==> src/rtl/mpd_pkg.sv <==
package mpd_pkg;

  localparam int CODE_W = 7;
  localparam int EXP_W = 3;
  localparam int MANT_W = 4;
  localparam int LIN_W = 11;

  // Field positions inside a configuration code
  localparam int MANT_LSB = 0;
  localparam int EXP_LSB = 4;

  // Register byte offsets
  localparam logic [7:0] OFS_MOTOR_CFG_FIRST = 8'h00;
  localparam logic [7:0] OFS_MOTOR_CFG_SECOND = 8'h04;
  localparam logic [7:0] OFS_RES_LINEAR = 8'h08;
  localparam logic [7:0] OFS_BEMF_LINEAR = 8'h0c;
  localparam logic [7:0] OFS_SCALE = 8'h10;

  localparam logic [CODE_W-1:0] RST_CODE = 7'h00;
  localparam logic [LIN_W-1:0] RST_LINEAR = 11'h000;

  // Scaling of the decoded magnitudes
  localparam logic [15:0] RES_LSB_UOHM = 16'h25c6;
  localparam logic [15:0] BEMF_WEIGHT = 16'h0442;
  localparam logic [LIN_W-1:0] RES_LINEAR_MIN = 11'h003;
  localparam logic [LIN_W-1:0] LINEAR_MAX = 11'h780;

  localparam logic [1:0] HTRANS_NONSEQ = 2'h2;

  typedef struct packed {
    logic valid;
    logic write;
    logic [7:0] addr;
  } mpd_req_t;

  typedef struct packed {
    logic [CODE_W-1:0] phase_res_code;
    logic [CODE_W-1:0] bemf_code;
  } mpd_cfg_t;

endpackage

==> src/rtl/mpd_top.sv <==
//
// Functional notes
// - Resistance code: 3-bit exponent over 4-bit mantissa
// - Resistance magnitude is mantissa shifted by exponent
// - One resistance unit is 9.67 milliohm
// - All-ones resistance code gives 1920
// - Back-EMF code decodes as mantissa shifted by exponent
// - All-ones back-EMF code gives 1920
// - Back-EMF code one gives magnitude one
// - Resistance code lives in first config register
// - Back-EMF code lives in second config register
`timescale 1ns/100ps
module mpd_top
  import mpd_pkg::*;
(
  input wire logic hclk,
  input wire logic hresetn,
  input wire logic hsel,
  input wire logic [31:0] haddr,
  input wire logic [1:0] htrans,
  input wire logic hwrite,
  input wire logic [2:0] hsize,
  input wire logic [31:0] hwdata,
  input wire logic hready,
  output logic [31:0] hrdata,
  output logic hreadyout,
  output logic hresp,
  output logic [LIN_W-1:0] res_linear,
  output logic [LIN_W-1:0] bemf_linear,
  output logic res_below_min
);

  mpd_req_t req;
  mpd_req_t next_req;
  mpd_cfg_t cfg;
  mpd_cfg_t next_cfg;
  logic [31:0] next_hrdata;
  logic [LIN_W-1:0] next_res_linear;
  logic [LIN_W-1:0] next_bemf_linear;
  logic next_res_below_min;
  logic [LIN_W-1:0] dec_res;
  logic [LIN_W-1:0] dec_bemf;
  logic [CODE_W-1:0] wdata_code;

  assign wdata_code = hwdata[CODE_W-1:0];

  // Both codes share one decoder shape; a loop keeps them identical
  for (genvar i = 0; i < 2; i++) begin : g_dec
    logic [CODE_W-1:0] code_i;
    logic [LIN_W-1:0] lin_i;
    assign code_i = (i == 0) ? cfg.phase_res_code : cfg.bemf_code;
    mpd_code_expand #(
      .EW(EXP_W),
      .MW(MANT_W),
      .OW(LIN_W)
    ) u_expand (
      .code(code_i),
      .linear(lin_i)
    );
    if (i == 0) begin : g_res
      assign dec_res = lin_i;
    end else begin : g_bemf
      assign dec_bemf = lin_i;
    end
  end

  // Bus: zero wait states, so hreadyout only leaves high never
  always_comb begin
    next_req.valid = hsel && hready && (htrans == HTRANS_NONSEQ || htrans == 2'h3);
    next_req.write = hwrite;
    next_req.addr = haddr[7:0];
    next_cfg = cfg;
    if (req.valid && req.write) begin
      unique case (req.addr)
        OFS_MOTOR_CFG_FIRST: next_cfg.phase_res_code = wdata_code;
        OFS_MOTOR_CFG_SECOND: next_cfg.bemf_code = wdata_code;
        default: next_cfg = cfg;
      endcase
    end
  end

  // Code read data is taken from the next values so a read right after a write sees it; magnitudes read the registered outputs
  always_comb begin
    next_hrdata = 32'h0000_0000;
    if (next_req.valid && !next_req.write) begin
      unique case (next_req.addr)
        OFS_MOTOR_CFG_FIRST: next_hrdata = {25'h0, next_cfg.phase_res_code};
        OFS_MOTOR_CFG_SECOND: next_hrdata = {25'h0, next_cfg.bemf_code};
        OFS_RES_LINEAR: next_hrdata = {20'h0, res_below_min, res_linear};
        OFS_BEMF_LINEAR: next_hrdata = {21'h0, bemf_linear};
        OFS_SCALE: next_hrdata = {BEMF_WEIGHT, RES_LSB_UOHM};
        default: next_hrdata = 32'h0000_0000;
      endcase
    end
  end

  // Magnitudes are registered so outputs come from flops; one cycle behind the code
  always_comb begin
    next_res_linear = dec_res;
    next_bemf_linear = dec_bemf;
    // Flags a nonzero decoded magnitude below the supported minimum; zero means unset
    next_res_below_min = (dec_res != 11'h000) && (dec_res < RES_LINEAR_MIN);
  end

  always_ff @(posedge hclk or negedge hresetn) begin
    if (!hresetn) begin
      req <= '0;
      cfg <= {RST_CODE, RST_CODE};
      hrdata <= 32'h0000_0000;
      hreadyout <= 1'b1;
      hresp <= 1'b0;
      res_linear <= RST_LINEAR;
      bemf_linear <= RST_LINEAR;
      res_below_min <= 1'b0;
    end else begin
      req <= next_req;
      cfg <= next_cfg;
      hrdata <= next_hrdata;
      hreadyout <= 1'b1;
      hresp <= 1'b0;
      res_linear <= next_res_linear;
      bemf_linear <= next_bemf_linear;
      res_below_min <= next_res_below_min;
    end
  end

  // Checks
  logic [LIN_W-1:0] ref_res;
  logic [LIN_W-1:0] ref_bemf;
  logic [CODE_W-1:0] res_code_mon;
  logic [CODE_W-1:0] bemf_code_mon;
  assign res_code_mon = cfg.phase_res_code;
  assign bemf_code_mon = cfg.bemf_code;
  assign ref_res = LIN_W'(res_code_mon[EXP_LSB-1:MANT_LSB]) << res_code_mon[CODE_W-1:EXP_LSB];
  assign ref_bemf = LIN_W'(bemf_code_mon[EXP_LSB-1:MANT_LSB]) << bemf_code_mon[CODE_W-1:EXP_LSB];
endmodule // mpd_top

==> src/rtl/mpd_code_expand.sv <==
`timescale 1ns/100ps
module mpd_code_expand
  import mpd_pkg::*;
#(
  parameter int EW = EXP_W,
  parameter int MW = MANT_W,
  parameter int OW = LIN_W
) (
  input wire logic [EW+MW-1:0] code,
  output logic [OW-1:0] linear
);

  // The widest mantissa at the largest shift must fit without loss
  if (OW < MW + (1 << EW) - 1) begin : g_bad_width
    $error("mpd_code_expand: output too narrow for exponent range");
  end

  logic [EW-1:0] exponent;
  logic [MW-1:0] mantissa;

  always_comb begin
    exponent = code[EW+MW-1:MW];
    mantissa = code[MW-1:0];
    linear = OW'(mantissa) << exponent;
  end

endmodule // mpd_code_expand

==> config.mk <==
export PLATFORM = sky130hd
export DESIGN_NAME = mpd_top
export DESIGN_NICKNAME = d
export VERILOG_FILES = /design/src/rtl/mpd_pkg.sv /design/src/rtl/mpd_top.sv /design/src/rtl/mpd_code_expand.sv
export SDC_FILE = /design/constraint.sdc
export NUM_CORES = 1
export LEC_CHECK = 0
export ABC_AREA = 1
export BUFFER_PORTS_ARGS = -buffer_cell sky130_fd_sc_hd__buf_2
export CORE_ASPECT_RATIO = 1.2
export CORE_UTILIZATION = 51
export DETAILED_ROUTE_END_ITERATION = 7
export HOLD_SLACK_MARGIN = 0.02
export PLACE_DENSITY = 0.85
export SLEW_MARGIN = 20
export SYNTH_ARGS = -nofsm -noshare
export SYNTH_HDL_FRONTEND = slang
export SYNTH_SLANG_ARGS = --single-unit
==> constraint.sdc <==
create_clock -name hclk -period 1.98 [get_ports hclk]
set_input_delay 0.198 -clock hclk [delete_from_list [all_inputs] [get_ports hclk]]
set_output_delay 0.198 -clock hclk [all_outputs]
set_load 0.005 [all_outputs]
## Yosys cells after proc, flatten, opt, wreduce, memory -nomap -nowiden

Cells that the tools add are included.

- Input port bits: 74
- Flip-flop bits (word level): 79

- Reduce and logical (&&, ||, !) cells: 10
- Shift operators: 2
- Multiplexer cells: 5
- Equal/unequal tests: 7
- Magnitude comparators: 1

Operator list:

| cell | count |
|---|---|
| 27-bit case mux with 5 select lines | 1 |
| 27-bit two-way mux | 1 |
| 4-bit by 3-bit left shift with 11-bit output | 2 |
| 8-bit by 3-bit == test with 1-bit output (second input constant) | 2 |
| 8-bit by 4-bit == test with 1-bit output (second input constant) | 2 |
| 8-bit logical NOT | 2 |
| 14-bit two-way mux | 1 |
| 7-bit two-way mux | 2 |
| 11-bit by 2-bit less-than comparator with 1-bit output (second input constant) | 1 |
| 11-bit nonzero test | 1 |
| 8-bit by 5-bit == test with 1-bit output (second input constant) | 1 |
| 1-bit logical AND | 5 |
| 2-bit == test (second input constant) | 2 |
| 1-bit logical NOT | 1 |
| 1-bit logical OR | 1 |

## Logic depth before layout (Yosys ltp)

- Depth in word-level cells: 5
- Depth in mapped cells: 11

## Hierarchy

A second synthesis with hierarchy kept.

- Cell total of the unflattened synthesis: 385
- Area, all modules: 3160.5 um^2

By module, submodules not included:

| module | instances | area each (um^2) | cells an instance |
|---|---|---|---|
| mpd_top | 1 | 2717.6 | 299 |
| mpd_code_expand | 2 | 221.5 | 43 |

## Worst setup path before layout

OpenSTA, ideal clock, no wires.

- Kind: register to register
- Start: register req[7] (netlist bit)
- End: register hrdata[6]
- Path slack: 0.738 ns
- Buffers on the path: 1
- Data required time: 1.867 ns
- Cell stages (with the launch flop): 10
- Arrival: 1.129 ns
- Path through: dfrtp_1 -> nor2_2 -> nand2_2 -> nor2_4 -> buf_6 -> nand3_1 -> nand3_1 -> nand3_1 -> nand2_1 -> inv_1

- Cells in the longest elaborated chain, start to end: 5
- Elaborated cells on any way between the ends: 7
- Those cells by class: eq/ne (1); mux (5); reduce/logical (1)

Ends and longest elaborated chain:

| element | RTL line | text |
|---|---|---|
| from (decl) | mpd_top.sv:33 | `mpd_req_t req;` |
| from (signal assigned) | mpd_top.sv:116 | `req <= next_req;` |
| 8-bit by 3-bit == test with 1-bit output / 8-bit logical NOT (equally long branches) | mpd_top.sv:74 | `unique case (req.addr)` |
| 7-bit two-way mux | mpd_top.sv:74 |  |
| 14-bit two-way mux * | mpd_top.sv:73 | `if (req.valid && req.write) begin` |
| 27-bit case mux with 5 select lines * | mpd_top.sv:86 | `unique case (next_req.addr)` |
| 27-bit two-way mux * | mpd_top.sv:85 | `if (next_req.valid && !next_req.write) begin` |
| net next_hrdata[6] | mpd_top.sv:37 | `logic [31:0] next_hrdata;` |
| to (signal assigned) | mpd_top.sv:118 | `hrdata <= next_hrdata;` |
| to (decl) | mpd_top.sv:25 | `output logic [31:0] hrdata,` |

Mark *: on every way through the listed nets, which the timed path passes. The rest lies on a longest branch.

## Worst setup path in the final report

- Start: input port haddr[0]
- End: register hrdata[5]

- Cells in the longest elaborated chain, start to end: 3
- Elaborated cells on any way between the ends: 7
- Those cells by class: eq/ne (4); mux (2); reduce/logical (1)

Ends and longest elaborated chain:

| element | RTL line | text |
|---|---|---|
| from (decl) | mpd_top.sv:19 | `input wire logic [31:0] haddr,` |
| 8-bit by 5-bit == test with 1-bit output, or another cell as far along | mpd_top.sv:86 |  |
| 27-bit case mux with 5 select lines * | mpd_top.sv:86 |  |
| 27-bit two-way mux * | mpd_top.sv:85 |  |
| net next_hrdata[5] | mpd_top.sv:37 |  |

Marked as above.

==> impl_metrics.tcl <==
set metrics [dict create \
    cap_violations 0 \
    grt_pass1_wl_um 11100 \
    overflow 0 \
    cts_tree "done" \
    syn_area_per_cell_um2 8.21 \
    setup_viol_count_final 0 \
    critPathMaxFanout 11 \
    fp-row-count 30 \
    vias_per_cell 4.82 \
    cts.sinks 60 \
    grt_max_degree 61 \
    drc 0 \
    fin_crit_sh_pct 85.5 \
    postRouteWirelength_um 6800 \
    final_nets 510 \
    drive_gt1_share_pct 23.2 \
    yosys_register_bits 60 \
    antenna_cells 0 \
    switching_share_pct 22.8 \
    netlist.area_leader.share_pct 50.0 \
    rsz0062_at_grt "no" \
    grt_pass1_vias 2467 \
    power.switching_w 0.000571 \
    skew_ns 0.00930 \
    num_vias 2501 \
    p_per_area_mw_per_mm2 702 \
    dr.pass1.iters 6 \
    yosysWarnings 0 \
    numCtsBuffers 9 \
    whs_ns 0.127 \
    hold_class "input pin to flip-flop" \
    cp.arrival_ns 1.93 \
    max-vdd-ir-drop_mv 0.358 \
    die_x_um 72.1 \
    num_io_pins 131 \
    port_buffers 59 \
    period_minus_slack_ns 1.69 \
    fin_ws_ns 0.287 \
    dp_slack_ns 0.471 \
    die-area_mm2 0.00620 \
    postRouteAntennaNets 0 \
    criticalPathCategory "input pin to flip-flop" \
    clk_path_buf_depth 2 \
    syn-cell-area_mm2 0.00300 \
    leakage_nw 2.11 \
    internal-power_w 0.00194 \
    dp_hpwl_um 4870 \
    track_usage_pct 24.2 \
    start_util_pct 53.0 \
    cts_root_buffer "clkbuf_8" \
    gp_congestion 0.886 \
    clkLatencyLatePin_ns 0.34 \
    wire_per_inst_um 13.1 \
    die_h_um 86.1 \
    status "finished clean" \
    ctsHtreeMaxLevel 3 \
    endpoint_kind "flip-flop" \
    comb_power_share_pct 6.2 \
    start_kind "input pin" \
    power_frac_seq_pct 50.2 \
    hold_violations 0 \
    p_clk_share_pct 43.6 \
    synth_cell_type_count 29 \
    core_mm2 0.00567 \
    tns_ns 0 \
    yosys.area.top_type "dfrtp_1" \
    yosysSeqAreaShare_pct 50.0 \
    placed_area_mm2 0.00328 \
    slew_violations 0 \
    fin_area_mm2 0.00357 \
    ctsResizeCount 0 \
    fmax_ghz 0.591 \
    syn_inst 366 \
    syn_to_final_growth_pct 18.9 \
    synth.area.top_cells "dfrtp_1 (50%), nand2_1 (9.2%), nand3_1 (8.7%), inv_1 (6.1%), buf_4 (5.7%)" \
    drt_iter0_drc 182 \
    cp_data_required_time_ns 2.22 \
    path_clk_slew_ns 0.07 \
    antenna_found_initial 0 \
]
==> synth_stat cells (all sizes together) <==
cell type / instances
o21ai: 17
buf: 25
nand4: 2
inv: 57
and3: 1
and2: 14
nor3: 3
nand2: 79
or2: 1
nor2: 41
dfrtp: 60
mux2i: 2
nand3: 53
clkbuf: 3
a21oi: 5
clkinv: 1
conb: 2
==> power groups by stage <==
stage / combinational (W) / sequential [W] / clock [W]
2_1_floorplan: 0.0000954 / 0.00128 / 0
3_5_place_dp: 0.000137 / 0.00128 / 0
3_3_place_gp: 0.000132 / 0.00128 / 0
6_report: 0.000155 / 0.00126 / 0.00109
5_1_grt: 0.000175 / 0.00126 / 0.00115
4_1_cts: 0.000153 / 0.00126 / 0.00110
==> layout make-up <==
class | instances | area, um^2
repair buffers | 71 | 423
inverters | 58 | 218
multi-input cells | 236 | 1140
fillers | 463 | 2100
well taps | 80 | 100
flip-flops and latches | 60 | 1500
clock inverters | 2 | 35.0
clock buffers | 12 | 155
==> metal layers <==
metal | vias to the layer above | global-route usage (%) | wire (um)
met5 | - | 0 | 0
met4 | 0 | 16.8 | 288
met3 | 23 | 4.47 | 346
met2 | 110 | 40.1 | 3430
met1 | 1144 | 28.3 | 2730
li1 | 1224 | - | -
==> state kept, by name, summed over array words and instances, names as in the netlist <==
name and cells:
bemf_linear 11, req 10, hrdata 13, bemf_code_mon 7
g_dec.code_i 7, res_linear 11, res_below_min 1
==> worst max-delay path, stage by stage <==
cell and delay, ns:
dlygate4sd3_1 0.55, buf_2 0.12, inv_1 0.03, nand2_1 0.15, nor2_1 0.07, buf_4 0.17, nand2_1 0.10, nand2_1 0.09
o21ai_4 0.19, inv_2 0.12, nand2_1 0.10, inv_1 0.05
==> path summary, 6_finish.rpt <==
check | startpoint | end | slack [ns] | cells past startpoint
worst min-delay path | hready | req[9] | 0.13 | 2
max in group asynchronous | hresetn | hrdata[3] | 1.33 | 3
worst max register to register | req[7] | hrdata[0] | 0.42 | 9
worst min register to register | res_below_min | hrdata[11] | 0.50 | 2
worst max-delay path | haddr[0] | hrdata[5] | 0.29 | 12
min in group asynchronous | hresetn | bemf_linear[7] | 0.39 | 3
==> logic make-up (layout without fill, tap and decap cells) <==
group | after synthesis | count (layout) | share of synthesized area (%)
AO/OA/AOI/OAI | 22 | 22 | 4.16
multiplexers | 2 | 2 | 0.666
buffers and inverters | 86 | 143 | 14.1
flip-flops | 60 | 60 | 50.0
other | 2 | 18 | 0.250
AND/OR/NAND/NOR | 194 | 194 | 30.8
==> cell usage in the layout (no fill, tap or decap), drive strengths merged, types with 12 or more instances in the layout <==
master and instances:
nand2 79, buf 61, dfrtp 60, inv 57
nand3 53, nor2 41, conb 18, o21ai 17
and2 14, clkbuf 12
==> stage by stage <==
stage / std cells / util [%] / power [W]
2_1_floorplan: 382 / - / 0.00137
3_3_place_gp: 495 / 57.9 / 0.00141
3_5_place_dp: 495 / 57.9 / 0.00142
4_1_cts: 519 / 63.0 / 0.00251
5_1_grt: 519 / 63.0 / 0.00258
6_report: 519 / 63.0 / 0.00251
==> timing repair <==
item                                    in CTS  in global routing
endpoints found under the hold margin       69                  0
hold buffers                                10                  0
endpoints found under the setup margin       0                  0
setup buffers                                0                  0
Note: power is estimated with default switching activity, not from simulation.
